## src/logic/uart_pins_pkg.sv

```systemverilog
`default_nettype none

package uart_pins_pkg;

  // ----------------------------------------
  // Modem control register layout
  // ----------------------------------------
  localparam int CTL_WIDTH = 4;
  localparam int CTL_DTR_BIT = 0;
  localparam int CTL_RTS_BIT = 1;
  localparam int CTL_OUT1_BIT = 2;
  localparam int CTL_IRQ_EN_BIT = 3;
  localparam logic [CTL_WIDTH-1:0] CTL_RESET = 4'h0;

  // ----------------------------------------
  // Channel count and input synchroniser
  // ----------------------------------------
  localparam int NUM_CHAN = 2;
  localparam int SYNC_WIDTH = 5;

  // ----------------------------------------
  // Serial timing, 8N1 frame
  // ----------------------------------------
  localparam int CLK_PERIOD_NS = 10;
  localparam int BIT_TIME_NS = 1000;
  localparam int BIT_CYCLES = BIT_TIME_NS / CLK_PERIOD_NS;
  localparam int CYC_CNT_W = 7;
  localparam int FRAME_BITS = 10;
  localparam int BIT_CNT_W = 4;

  // Modem inputs, all active low, as seen on the pins
  typedef struct packed {
    logic cts_n;
    logic dsr_n;
    logic cd_n;
    logic ri_n;
  } modem_in_s;

  typedef enum logic [0:0] {TX_IDLE, TX_SHIFT} tx_state_e;

endpackage

`default_nettype wire

```

## src/logic/dual_uart_pin_control.sv

```systemverilog
`timescale 1ns/100ps
`default_nettype none

// Summary of operation
// - Enable bit set: interrupt pin driven, auxiliary output low.
// - Enable bit clear: interrupt pin floats, auxiliary output high.
// - Enable bit resets to zero: pins float and auxiliary outputs high.
// - Each channel owns its enable bit and pins, independent of the other.
// - Request-to-send output is active low, software controlled.
// - Terminal-ready output is active low, software controlled.
// - Handshake inputs are active low and never affect transmit or receive.
module dual_uart_pin_control
  import uart_pins_pkg::*;
(
  // Clock, reset, enable
  input wire logic clk,
  input wire logic rst,
  input wire logic ce,
  // Channel A control side
  input wire logic chan_a_ctl_wr,
  input wire logic [CTL_WIDTH-1:0] chan_a_ctl_wdata,
  output logic [CTL_WIDTH-1:0] chan_a_modem_control,
  input wire logic chan_a_irq_req,
  input wire logic chan_a_tx_valid,
  input wire logic [7:0] chan_a_tx_data,
  output logic chan_a_tx_ready,
  output modem_in_s chan_a_modem_status,
  output logic chan_a_rx_level,
  // Channel A pins
  output logic chan_a_irq_out,
  output logic chan_a_irq_oe,
  output logic chan_a_aux_out_n,
  output logic chan_a_serial_out,
  input wire logic chan_a_serial_in,
  output logic chan_a_request_send_n,
  output logic chan_a_terminal_ready_n,
  input wire logic chan_a_clear_send_n,
  input wire logic chan_a_set_ready_n,
  input wire logic chan_a_carrier_n,
  input wire logic chan_a_ring_n,
  // Channel B control side
  input wire logic chan_b_ctl_wr,
  input wire logic [CTL_WIDTH-1:0] chan_b_ctl_wdata,
  output logic [CTL_WIDTH-1:0] chan_b_modem_control,
  input wire logic chan_b_irq_req,
  input wire logic chan_b_tx_valid,
  input wire logic [7:0] chan_b_tx_data,
  output logic chan_b_tx_ready,
  output modem_in_s chan_b_modem_status,
  output logic chan_b_rx_level,
  // Channel B pins
  output logic chan_b_irq_out,
  output logic chan_b_irq_oe,
  output logic chan_b_aux_out_n,
  output logic chan_b_serial_out,
  input wire logic chan_b_serial_in,
  output logic chan_b_request_send_n,
  output logic chan_b_terminal_ready_n,
  input wire logic chan_b_clear_send_n,
  input wire logic chan_b_set_ready_n,
  input wire logic chan_b_carrier_n,
  input wire logic chan_b_ring_n
);

  // ----------------------------------------
  // Per-channel state, indexed 0 = A, 1 = B
  // ----------------------------------------
  logic [CTL_WIDTH-1:0] modem_control_reg [NUM_CHAN];
  logic irq_reg [NUM_CHAN];
  modem_in_s status_reg [NUM_CHAN];
  tx_state_e tx_state_reg [NUM_CHAN];
  logic [FRAME_BITS-1:0] tx_shift_reg [NUM_CHAN];
  logic [BIT_CNT_W-1:0] tx_bits_reg [NUM_CHAN];
  logic [CYC_CNT_W-1:0] tx_cyc_reg [NUM_CHAN];
  logic tx_line_reg [NUM_CHAN];

  logic ctl_wr [NUM_CHAN];
  logic [CTL_WIDTH-1:0] ctl_wdata [NUM_CHAN];
  logic irq_req [NUM_CHAN];
  logic tx_valid [NUM_CHAN];
  logic [7:0] tx_data [NUM_CHAN];
  logic tx_ready [NUM_CHAN];
  logic [SYNC_WIDTH-1:0] pins_raw [NUM_CHAN];
  logic [SYNC_WIDTH-1:0] pins_sync [NUM_CHAN];

  // Builds the 8N1 frame, start bit in the low position
  function automatic logic [FRAME_BITS-1:0] make_frame(input logic [7:0] data);
    make_frame = {1'b1, data, 1'b0};
  endfunction

  // ----------------------------------------
  // Port gathering into channel arrays
  // ----------------------------------------
  assign ctl_wr[0] = chan_a_ctl_wr;
  assign ctl_wr[1] = chan_b_ctl_wr;
  assign ctl_wdata[0] = chan_a_ctl_wdata;
  assign ctl_wdata[1] = chan_b_ctl_wdata;
  assign irq_req[0] = chan_a_irq_req;
  assign irq_req[1] = chan_b_irq_req;
  assign tx_valid[0] = chan_a_tx_valid;
  assign tx_valid[1] = chan_b_tx_valid;
  assign tx_data[0] = chan_a_tx_data;
  assign tx_data[1] = chan_b_tx_data;
  assign pins_raw[0] = {chan_a_serial_in, chan_a_clear_send_n, chan_a_set_ready_n, chan_a_carrier_n, chan_a_ring_n};
  assign pins_raw[1] = {chan_b_serial_in, chan_b_clear_send_n, chan_b_set_ready_n, chan_b_carrier_n, chan_b_ring_n};

  // ----------------------------------------
  // Pin input retiming, one synchroniser per channel
  // ----------------------------------------
  pin_sync2 u_sync_a (
    .clk(clk),
    .rst(rst),
    .ce(ce),
    .async_in(pins_raw[0]),
    .sync_out(pins_sync[0])
  );

  pin_sync2 u_sync_b (
    .clk(clk),
    .rst(rst),
    .ce(ce),
    .async_in(pins_raw[1]),
    .sync_out(pins_sync[1])
  );

  // Modem control register, one private copy per channel
  always_ff @(posedge clk)
  begin
    for (int c = 0; c < NUM_CHAN; c++)
    begin
      if (rst)
        modem_control_reg[c] <= CTL_RESET;
      else if (ce && ctl_wr[c])
        modem_control_reg[c] <= ctl_wdata[c];
    end
  end

  // Interrupt level registered; it only reaches the pin while enabled
  always_ff @(posedge clk)
  begin
    for (int c = 0; c < NUM_CHAN; c++)
    begin
      if (rst)
        irq_reg[c] <= 1'b0;
      else if (ce)
        irq_reg[c] <= irq_req[c];
    end
  end

  // Status snapshot of the handshake inputs, for reading only
  always_ff @(posedge clk)
  begin
    for (int c = 0; c < NUM_CHAN; c++)
    begin
      if (rst)
        status_reg[c] <= '1;
      else if (ce)
        status_reg[c] <= modem_in_s'(pins_sync[c][SYNC_WIDTH-2:0]);
    end
  end

  // Transmitter; deliberately blind to clear-to-send and friends
  always_ff @(posedge clk)
  begin
    for (int c = 0; c < NUM_CHAN; c++)
    begin
      if (rst)
      begin
        tx_state_reg[c] <= TX_IDLE;
        tx_shift_reg[c] <= '1;
        tx_bits_reg[c] <= '0;
        tx_cyc_reg[c] <= '0;
        tx_line_reg[c] <= 1'b1;
      end
      else if (ce)
      begin
        case (tx_state_reg[c])
          TX_IDLE:
          begin
            tx_line_reg[c] <= 1'b1;
            if (tx_valid[c])
            begin
              tx_shift_reg[c] <= make_frame(tx_data[c]);
              tx_bits_reg[c] <= '0;
              tx_cyc_reg[c] <= '0;
              tx_state_reg[c] <= TX_SHIFT;
            end
          end
          TX_SHIFT:
          begin
            tx_line_reg[c] <= tx_shift_reg[c][0];
            if (tx_cyc_reg[c] == CYC_CNT_W'(BIT_CYCLES - 1))
            begin
              tx_cyc_reg[c] <= '0;
              tx_shift_reg[c] <= {1'b1, tx_shift_reg[c][FRAME_BITS-1:1]};
              if (tx_bits_reg[c] == BIT_CNT_W'(FRAME_BITS - 1))
                tx_state_reg[c] <= TX_IDLE;
              else
                tx_bits_reg[c] <= tx_bits_reg[c] + 1'b1;
            end
            else
              tx_cyc_reg[c] <= tx_cyc_reg[c] + 1'b1;
          end
          default:
            tx_state_reg[c] <= TX_IDLE;
        endcase
      end
    end
  end

  // Ready is combinational so a new byte can load on the idle cycle
  always_comb
  begin
    for (int c = 0; c < NUM_CHAN; c++)
      tx_ready[c] = (tx_state_reg[c] == TX_IDLE);
  end

  // ----------------------------------------
  // Pin outputs; aux pin is tied to the irq enable, not free for use
  // ----------------------------------------
  assign chan_a_irq_out = irq_reg[0];
  assign chan_a_irq_oe = modem_control_reg[0][CTL_IRQ_EN_BIT];
  assign chan_a_aux_out_n = ~modem_control_reg[0][CTL_IRQ_EN_BIT];
  assign chan_a_request_send_n = ~modem_control_reg[0][CTL_RTS_BIT];
  assign chan_a_terminal_ready_n = ~modem_control_reg[0][CTL_DTR_BIT];
  assign chan_a_serial_out = tx_line_reg[0];
  assign chan_a_tx_ready = tx_ready[0];
  assign chan_a_modem_status = status_reg[0];
  assign chan_a_modem_control = modem_control_reg[0];
  assign chan_a_rx_level = pins_sync[0][SYNC_WIDTH-1];
  assign chan_b_irq_out = irq_reg[1];
  assign chan_b_irq_oe = modem_control_reg[1][CTL_IRQ_EN_BIT];
  assign chan_b_aux_out_n = ~modem_control_reg[1][CTL_IRQ_EN_BIT];
  assign chan_b_request_send_n = ~modem_control_reg[1][CTL_RTS_BIT];
  assign chan_b_terminal_ready_n = ~modem_control_reg[1][CTL_DTR_BIT];
  assign chan_b_serial_out = tx_line_reg[1];
  assign chan_b_tx_ready = tx_ready[1];
  assign chan_b_modem_status = status_reg[1];
  assign chan_b_modem_control = modem_control_reg[1];
  assign chan_b_rx_level = pins_sync[1][SYNC_WIDTH-1];
endmodule

`default_nettype wire

```

## src/logic/pin_sync2.sv

```systemverilog
`timescale 1ns/100ps
`default_nettype none

module pin_sync2
  import uart_pins_pkg::*;
(
  // Clock and control
  input wire logic clk,
  input wire logic rst,
  input wire logic ce,
  // Asynchronous levels in, retimed levels out
  input wire logic [SYNC_WIDTH-1:0] async_in,
  output logic [SYNC_WIDTH-1:0] sync_out
);

  logic [SYNC_WIDTH-1:0] stage1_reg;

  // Two-flop retiming; reset to idle-high like an unused pulled-up pin
  always_ff @(posedge clk)
  begin
    if (rst)
    begin
      stage1_reg <= '1;
      sync_out <= '1;
    end
    else if (ce)
    begin
      stage1_reg <= async_in;
      sync_out <= stage1_reg;
    end
  end

endmodule

`default_nettype wire

```

## config.mk

```make
export PLATFORM = sky130hd
export DESIGN_NAME = dual_uart_pin_control
export DESIGN_NICKNAME = d
export VERILOG_FILES = /design/src/logic/uart_pins_pkg.sv /design/src/logic/dual_uart_pin_control.sv /design/src/logic/pin_sync2.sv
export SDC_FILE = /design/constraint.sdc
export NUM_CORES = 1
export LEC_CHECK = 0
export ABC_CLOCK_PERIOD_IN_PS = 2550
export BUFFER_PORTS_ARGS = -buffer_cell sky130_fd_sc_hd__buf_2
export CORE_UTILIZATION = 36
export DETAILED_ROUTE_END_ITERATION = 12
export PLACE_DENSITY = 0.68
export SLEW_MARGIN = 10
export SYNTH_ARGS = -nofsm -noshare
export SYNTH_HDL_FRONTEND = slang
export SYNTH_SLANG_ARGS = --single-unit
```

## constraint.sdc

```tcl
create_clock -name clk -period 2.55 [get_ports clk]
set_clock_uncertainty 0.15 [all_clocks]
set_input_delay 0.3825 -clock clk [delete_from_list [all_inputs] [get_ports clk]]
set_output_delay 0.3825 -clock clk [all_outputs]
set_load 0.01 [all_outputs]
```

# Word level (Yosys, flattened, before mapping)
# Memories as Yosys holds them, arrays and structs flattened.
# Cells that the tools add are included.
[op_classes]
add_sub_neg = 4
mul = 0
n_div = 0
magnitude_cmp = 0
eq_ne = 4
n_shift = 0
muxes = 109
bitwise = 36
reduce_logical = 2
[ops]
columns = ["op", "n"]
rows = [
  ["1-bit 2-to-1 mux", 91],
  ["7-bit 2-to-1 mux", 6],
  ["9-bit 2-to-1 mux", 4],
  ["4-bit 2-to-1 mux", 8],
  ["1-bit bitwise OR", 28],
  ["7-bit by 1-bit adder with 7-bit output (second input constant)", 2],
  ["7-bit equality test (second input constant)", 2],
  ["4-bit by 1-bit adder with 4-bit output (second input constant)", 2],
  ["4-bit equality test (second input constant)", 2],
  ["1-bit inverter", 8],
  ["1-bit logical AND", 2],
]
[totals]
ff_bits = 20
latch_bits = 0
ram_bits = 62
mem_bits_ro = 0
inputBits = 43
out_inout_bits = 32
mem_count = 8
[mem_list]
columns = ["memory", "words", "width", "rd", "rd_clocked_by_memory_dff", "wr", "line", "rtl"]
rows = [
  ["tx_shift_reg", 2, 9, 2, 0, 2, "dual_uart_pin_control.sv:72", "logic [FRAME_BITS-1:0] tx_shift_reg [NUM_CHAN];"],
  ["tx_cyc_reg", 2, 7, 2, 0, 2, "dual_uart_pin_control.sv:74", "logic [CYC_CNT_W-1:0] tx_cyc_reg [NUM_CHAN];"],
  ["modem_control_reg", 2, 4, 2, 0, 2, "dual_uart_pin_control.sv:68", "logic [CTL_WIDTH-1:0] modem_control_reg [NUM_CHAN];"],
  ["status_reg", 2, 4, 2, 0, 2, "dual_uart_pin_control.sv:70", "modem_in_s status_reg [NUM_CHAN];"],
  ["tx_bits_reg", 2, 4, 2, 0, 2, "dual_uart_pin_control.sv:73", "logic [BIT_CNT_W-1:0] tx_bits_reg [NUM_CHAN];"],
  ["irq_reg", 2, 1, 2, 0, 2, "dual_uart_pin_control.sv:69", "logic irq_reg [NUM_CHAN];"],
  ["2 more memories", "-", "-", "-", "-", "-", "-", ""],
]

# Depth between registers and ports, before layout
# Gate-level depths: netlist (run 1).
# An unclocked memory read counts as a cell.
[logic_depth]
ltp_word = 9
mapped_depth = 5
ltp_nobuf = 5

# Hierarchy
# A second synthesis (run 1) with hierarchy kept.
[unflattened]
hier_cells = 316
area_unflattened_um2 = 3751.1
[by_module_without_submodules]
columns = ["module", "n_inst", "cells_each", "area_per_inst_um2", "seq_area_each_um2"]
rows = [
  ["dual_uart_pin_control", 1, 250, 2987.9, 1851.8],
  ["pin_sync2", 2, 33, 381.6, 200.2],
]

# Least setup slack after synthesis (run 1)
# Ideal clock, no wire load.
[synth_timing]
path_kind = "reg2reg"
startpoint = "mem tx_cyc_reg[1][0]"
endpoint = "mem tx_shift_reg[1][0] in the netlist's numbering (enable)"
arrival_time_ps = 2096
t_required_ps = 2013
slack_ps = -84
path_stages_with_launch = 6
synth_period_minus_slack_ps = 2634
path_cell_list = "edfxtp_1 > ha_1 > or4b_4 > buf_6 > or2_4 > o21ai_0"
[synth_rtl]
columns = ["item", "line"]
rows = [
  ["start: declaration", "dual_uart_pin_control.sv:74"],
  ["end: declaration", "dual_uart_pin_control.sv:72"],
]

==> metrics.txt, run 1 <==
CTS Buf Count=9; layout cells sized above 1=27.1%; Post-CTS Resized=0; initial antenna violation count=0; mean post-synth cell area=11.8 sq um; Fmax=451 MHz; Worst path max stage delay=0.56 ns; Tmin final=2.22 ns; Worst Setup End Kind=flip-flop; crit path DAT=2.13 ns; global-route wire length before repair=12.1 mm; setup TNS=0 ns; Vias/cell=5.00; Core Util, Final=44.6%; Layout area overhead=18.4%; clock latency on the worst-skew pair=0.36 ns; total power=2.69 mW; Comb power frac=9.7%; flops & latches, synth=82; slowest CP cell=or4b_4; CTS Sinks=82; Worst Max-Slew Pin Slew=0.418 ns; pin count of the biggest net entering global routing=38; Met1 Wirelength=3.48 mm; Switching Power=701 uW; Rows=36; post-synth cell types=37; Clock H-tree levels=3; Synth Area in XOR/XNOR=2.35%; WL final=7.30 mm; die width=104 um; Worst EP required=2.47 ns; Min Hold Slack=0.0738 ns; WL met2=3.42 mm; Synth Area in Compound Gates=10.6%; number of routed nets with antenna violations=0; Root Driver=clkbuf_8; area share of fa/ha/maj cells after synthesis=2.01%; critical path class=flip-flop to flip-flop; synthesized cell area=3730 sq um; mux share of post-synthesis cell area=0%; max-slew violations=0; design area=4420 sq um; Core Area=9910 sq um; Relative slew margins=72.2%; routed wl met3=290 um; IO Count=75; CTS tree=built; # setup viols final=0; Setup Fix Bufs, Post-CTS=0; routed vias=2640; Clock Path Buffers=2; Worst setup SP type=flip-flop; worst vdd ir=247 uV; RSZ-0062 raised after global routing=no; top sig layer=met4; worst setup margin=0.334 ns; Nets=439; outcome=completed; Die Y=104 um; ANT cells=0; max cap viols=0; Clock Power Share=32.9%; Worst Hold Class=input port to flip-flop; Congestion Overflow GR=0; Max FO, Critical Path=11; cell count after synthesis=317; crit-path cells=ha_1 -> or4b_4 -> or2_4 -> o21ai_1 -> buf_4; IO buf count=74; hold buffer count at CTS=0; R2R Setup Slk=0.33 ns; DR pass1 iterations=4; die area=10800 sq um; Tot GR Track Use=14.1%; Seq/Total Area, Yosys=60.3%; fill cell count=969; Synth Area in Simple Gates=21.0%; Leakage Power=1.60 nW; largest family of logic cells by synthesized area=simple AND/OR/NAND/NOR gates; Final Hold Vio Count=0; dpl cell area=4240 sq um; dpl ws=0.358 ns; placed insts=512; synth warn=0; max FFs per register=18; Clk pin slew, worst setup/hold paths=0.09 ns; Pint=1.99 mW; initial core utilization=37.7%; First DRT Iteration DRCs=123; P per Cell Area=609 nW/um^2; number of global-route vias before repair=2592; period utilisation layout=86.9%; drt drc=0; post-DR wirelength/cell=13.8 um; routability cong.=0.781; Final HPWL DP=5.13 mm; Reg power frac=57.4%; Sw Share=26.0%; fin cells=528; Post-Syn Nets=366
## cells in the final DEF (no fill, tap or decap), types with 8 or more instances in the layout
cell type  instances
nor2b_1           21
nor4_1            14
and3_1            10
buf_4              9
buf_2             74
nand2_1           10
inv_1              9
nor3b_1           14
o21ai_0           23
nor2_1            17
clkbuf_8           9
nand3_1            8
dfxtp_1           21
edfxtp_1          61
nand2b_1          14
a211o_1           20
## power groups by stage
stage / Combinational, mW / Sequential [mW] / Clock (mW)
floorplan: 0.158 / 1.57 / 0
global placement: 0.259 / 1.57 / 0
detailed placement: 0.264 / 1.58 / 0
CTS: 0.266 / 1.55 / 0.900
global route: 0.292 / 1.56 / 0.953
finish: 0.262 / 1.55 / 0.885
## logic make-up after synthesis
group,after synthesis
and+or+nand+nor,129
DFF,82
AOI/OAI and AO/OA,59
buffers and inverters,31
xor gates and xnor gates,10
adders and majority gates,6
## cells in the mapped netlist (all sizes together)
| master | number | area, sq um |
|---|---|---|
| o21ai | 26 | 130 |
| xnor2 | 5 | 43.8 |
| or3 | 6 | 37.5 |
| a211o | 20 | 175 |
| o41ai | 2 | 17.5 |
| nor2 | 17 | 63.8 |
| clkbuf | 13 | 48.8 |
| edfxtp | 61 | 1830 |
| nor2b | 22 | 138 |
| a21oi | 4 | 20.0 |
| xor2 | 5 | 43.8 |
| nand3 | 8 | 40.0 |
| nand4bb | 2 | 22.5 |
| dfxtp | 21 | 420 |
| and2 | 2 | 12.5 |
| and3 | 10 | 62.6 |
| or4b | 2 | 27.5 |
| or2 | 4 | 30.0 |
| nand2b | 14 | 87.6 |
| o31ai | 2 | 15.0 |
| o32a | 1 | 10.0 |
| and3b | 2 | 17.5 |
| a31oi | 2 | 12.5 |
| nor4 | 14 | 87.6 |
| nand3b | 2 | 15.0 |
| inv | 10 | 37.5 |
| buf | 8 | 53.8 |
| nand2 | 10 | 37.5 |
| nor3b | 14 | 105 |
| ha | 6 | 75.1 |
| a21o | 2 | 15.0 |
## area by class of cell
| cell class | count | area, sq um | area share, % |
|---|---|---|---|
| timing repair buffer | 83 | 438 | 9.90 |
| clock inverter | 7 | 58.8 | 1.33 |
| multi-input combinational | 204 | 1350 | 30.4 |
| inverter | 10 | 37.5 | 0.849 |
| sequential | 82 | 2250 | 50.9 |
| clock buffer | 9 | 124 | 2.80 |
| tap | 133 | 166 | 3.76 |
## worst max-delay path: cells and delay by family, from the launching register on
kind            cells  cell delay (ns)
flops               1             0.39
buf+inv             1             0.19
fa+ha+maj           1             0.22
simple gates        2             0.84
compound gates      1             0.13
## final timing paths
kind                                             start                     end  cells after the start
worst max-delay path                  tx_cyc_reg[0][0]      tx_shift_reg[0][0]                      5
worst max register to register        tx_cyc_reg[0][0]      tx_shift_reg[0][0]                      5
worst min register to register  u_sync_a.stage1_reg[4]    u_sync_a.sync_out[4]                      1
worst min-delay path               chan_b_clear_send_n  u_sync_b.stage1_reg[3]                      2
## routing by layer
layer	GRT usage (%)	vias to the layer above
met4	6.63	0
li1	-	1307
met3	2.69	9
met1	18.9	1260
met5	0	-
met2	22.0	64
No activity file was read; power rests on OpenSTA's default activity.
==> run 2, diff against run 1 <==
Settings changed: ABC_CLOCK_PERIOD_IN_PS 2550 to 2350, HOLD_SLACK_MARGIN from default to 0.05, PLACE_DENSITY 0.68 to 0.66.
Clock period 2.55 ns to 2.35 ns, I/O delays scaled along.
==> metrics.txt, run 2 (synthesis results as in run 1) <==
outcome=completed; max FFs per register=18; Clock H-tree levels=3; crit path DAT=2.09 ns; CTS tree=built; fill cell count=948; Worst Max-Slew Pin Slew=0.506 ns; Setup Fix Bufs, Post-CTS=0; R2R Setup Slk=0.17 ns; Root Driver=clkbuf_8; Tot GR Track Use=14.1%; worst setup margin=0.166 ns; design area=4550 sq um; Fmax=458 MHz; slowest CP cell=or4b_4; IO Count=75; Layout area overhead=21.7%; Nets=447; worst vdd ir=340 uV; Rows=36; die width=104 um; Worst setup startpoint=tx_cyc_reg[0][0]; P per Cell Area=676 nW/um^2; pin count of the biggest net entering global routing=26; Relative slew margins=66.2%; Worst Hold Class=input port to flip-flop; CTS Buf Count=9; dpl cell area=4260 sq um; RR Startpoint=tx_cyc_reg[0][0]; Final HPWL DP=5.04 mm; worst-case reg-to-reg path depth=5; dpl ws=0.178 ns; Congestion Overflow GR=0; most common cell after layout, fill and taps aside=buf_2; layout cells sized above 1=27.3%; Worst path max stage delay=0.55 ns; initial antenna violation count=0; Tmin final=2.18 ns; Core Area=9910 sq um; Post-CTS Resized=0; Worst EP required=2.25 ns; global-route wire length before repair=12.2 mm; Clock Path Buffers=2; Worst Setup End Kind=flip-flop; crit-path cells=ha_1 -> or4b_4 -> or2_4 -> o21ai_2 -> buf_4; clock latency on the worst-skew pair=0.35 ns; WL final=7.20 mm; total power=3.07 mW; max-slew violations=0; First DRT Iteration DRCs=141; die area=10800 sq um; Clk pin slew, worst setup/hold paths=0.09 ns; Worst setup SP type=flip-flop; CTS Sinks=82; setup TNS=0 ns; most frequent cells in the layout=74 x buf_2, 61 x edfxtp_1, 23 x o21ai_0; fin cells=536; ANT cells=0; routability cong.=0.744; post-DR wirelength/cell=13.4 um; Leakage Power=1.67 nW; max cap viols=0; Max FO, Critical Path=11; placed insts=514; RSZ-0062 raised after global routing=no; Setup crit end=tx_shift_reg[0][8]; period utilisation layout=92.9%; IO buf count=74; # setup viols final=0; Vias/cell=4.92; Final Hold Vio Count=0; Die Y=104 um; critical path class=flip-flop to flip-flop; initial core utilization=37.7%; DR pass1 iterations=4; routed vias=2639; number of routed nets with antenna violations=0; number of global-route vias before repair=2552; r2r endpoint=tx_shift_reg[0][8]; drt drc=0
[run 2: cell types whose count changed in the layout (fill, tap and decap cells not counted), sizes merged]
| cell | before | now |
|---|---|---|
| inv | 14 | 13 |
| clkbuf | 9 | 13 |
| clkinvlp | 1 | 0 |
| dlygate4sd3 | 0 | 6 |
| buf | 83 | 85 |
| clkinv | 2 | 0 |
[run 2: worst max-delay path: cells and delay by family (launching register included)]
kind / cells / cell delay (ns)
compound gates: 1 / 0.13
fa+ha+maj: 1 / 0.22
simple gates: 2 / 0.83
buf+inv: 1 / 0.18
flops: 1 / 0.39
[run 2: per-layer routing]
layer	track usage (%)	wire, um	vias to the layer above
li1	-	-	1328
met1	19.1	3510	1238
met2	22.0	3290	66
met3	3.07	328	7
met4	5.51	73	0
met5	0	0	-
[run 2: repair_timing]
action,4_1_cts,5_1_grt
endpoints found under the hold margin,6,0
hold buffers,6,0
setup endpoints to repair,0,0
[run 2: worst min-delay path by stage]
stage	start	cells after the start	end
after floorplan	u_sync_a.stage1_reg[4]	1	u_sync_a.sync_out[4]
after CTS	chan_b_carrier_n	2	u_sync_b.stage1_reg[1]
after global routing	chan_b_serial_in	2	u_sync_b.stage1_reg[4]
after detailed placement	u_sync_b.stage1_reg[3]	1	u_sync_b.sync_out[3]
final	chan_a_carrier_n	2	u_sync_a.stage1_reg[1]
after global placement	u_sync_a.stage1_reg[4]	1	u_sync_a.sync_out[4]
[run 2: where the power goes]
| part | switching [mW] | total (mW) | leakage, nW | internal, mW |
|---|---|---|---|---|
| Combinational | 0.161 | 0.300 | 0.810 | 0.139 |
| Clock | 0.517 | 1.10 | 0.116 | 0.584 |
| Sequential | 0.0427 | 1.67 | 0.740 | 1.63 |
[run 2: final cells by class]
| cell class | count | area (sq um) | area share (%) |
|---|---|---|---|
| flip-flops and latches | 82 | 2250 | 49.5 |
| well taps | 133 | 166 | 3.66 |
| inverters | 10 | 37.5 | 0.826 |
| repair buffers | 91 | 513 | 11.3 |
| clock inverters | 3 | 21.3 | 0.468 |
| multi-input cells | 204 | 1350 | 29.8 |
| clock buffers | 13 | 203 | 4.46 |
[run 2: per-stage QoR]
step	util (%)	hold WS, ns
after floorplan	-	0.277
after global placement	43.0	0.282
after detailed placement	43.0	0.292
after CTS	45.9	0.0506
after global routing	45.9	0.0609
final	45.9	0.0639
==> run 3, diff against run 2 <==
Settings changed: ABC_CLOCK_PERIOD_IN_PS 2350 to 2300, CORE_UTILIZATION 36 to 42, PLACE_DENSITY 0.66 to 0.74.
Clock period 2.35 ns to 2.3 ns, I/O delays scaled along.
==> metrics.txt, run 3 (synthesis results as in run 1) <==
Clock Path Buffers=2; Rows=34; routed vias=2682; P per Cell Area=660 nW/um^2; Tmin final=2.11 ns; critical path class=flip-flop to flip-flop; Vias/cell=5.18; Die Y=96.3 um; Fmax=473 MHz; max-slew violations=0; Clock H-tree levels=3; CTS Buf Count=9; Worst Setup End Kind=flip-flop; layout cells sized above 1=27.8%; die width=96.3 um; most frequent cells in the layout=74 x buf_2, 61 x edfxtp_1, 23 x o21ai_0; Congestion Overflow GR=0; Final HPWL DP=5.04 mm; number of global-route vias before repair=2512; ANT cells=0; IO buf count=74; Tot GR Track Use=17.5%; dpl ws=0.198 ns; Root Driver=clkbuf_8; WL final=7.40 mm; First DRT Iteration DRCs=177; Final Hold Vio Count=0; Setup Fix Bufs, Post-CTS=0; Worst Max-Slew Pin Slew=0.434 ns; Worst EP required=2.24 ns; pin count of the biggest net entering global routing=29; Core Util, Final=52.6%; RSZ-0062 raised after global routing=no; max cap viols=0; Clk pin slew, worst setup/hold paths=0.08 ns; outcome=completed; period utilisation layout=91.9%; Worst Hold Class=input port to flip-flop; global-route wire length before repair=12.0 mm; worst vdd ir=301 uV; Worst setup SP type=flip-flop; Layout area overhead=22.1%; design area=4560 sq um; worst setup margin=0.186 ns; drt drc=0; initial core utilization=43.0%; clock latency on the worst-skew pair=0.36 ns; Relative slew margins=70.8%; placed insts=492; DR pass1 iterations=4; crit path DAT=2.05 ns; setup TNS=0 ns; # setup viols final=0; fin cells=518; most common cell after layout, fill and taps aside=buf_2; initial antenna violation count=0; Max FO, Critical Path=9; die area=9270 sq um; post-DR wirelength/cell=14.3 um; IO Count=75; CTS tree=built; routability cong.=0.792; Nets=454; number of routed nets with antenna violations=0; CTS Sinks=82; Core Area=8680 sq um; Leakage Power=1.68 nW; max FFs per register=18; dpl cell area=4280 sq um
[run 3: repair_timing]
| item | 4_1_cts | 5_1_grt |
|---|---|---|
| hold endpoints to repair | 10 | 0 |
| hold buffers | 10 | 0 |
| resized for setup | 0 | 0 |
[run 3: cell type report]
type | count | area (sq um)
clock buffer | 9 | 124
clock inverter | 7 | 58.8
fill | 784 | 4120
inverter | 10 | 37.5
multi-input combinational | 204 | 1350
sequential | 82 | 2250
tap | 108 | 135
timing repair buffer | 98 | 601
[run 3: power by group]
part           switching (mW)  internal (mW)  total (mW)
logic                   0.173          0.155       0.328
registers              0.0402           1.67        1.71
clock network           0.564          0.409       0.973
total                   0.778           2.23        3.01
[run 3: final timing paths]
kind | cells past startpoint | startpoint | endpoint | slack, ns
min reg2reg | 1 | u_sync_a.stage1_reg[1] | u_sync_a.sync_out[1] | 0.31
max | 5 | tx_cyc_reg[0][0] | tx_shift_reg[0][3] | 0.19
max reg2reg | 5 | tx_cyc_reg[0][0] | tx_shift_reg[0][3] | 0.19
min | 2 | chan_a_tx_data[7] | tx_shift_reg[0][8] | 0.11
[run 3: per-stage QoR]
step	power [mW]	hold WS [ns]
floorplan	1.92	0.277
global placement	2.04	0.284
detailed placement	2.05	0.293
CTS	3.04	0.0954
global route	3.15	0.105
finish	3.01	0.111
[run 3: routing by layer]
layer | up-vias | wire, um | track usage, %
met5 | - | 0 | 0
met4 | 0 | 119 | 5.88
met3 | 12 | 345 | 4.98
met2 | 66 | 3510 | 27.5
met1 | 1266 | 3430 | 23.1
li1 | 1338 | - | -
[run 3: worst max-delay path, stage by stage (launching register included)]
cell and delay [ns]:
edfxtp_1 0.39, ha_1 0.22, or4b_4 0.48, or2_4 0.26
o21ai_2 0.19, buf_12 0.15
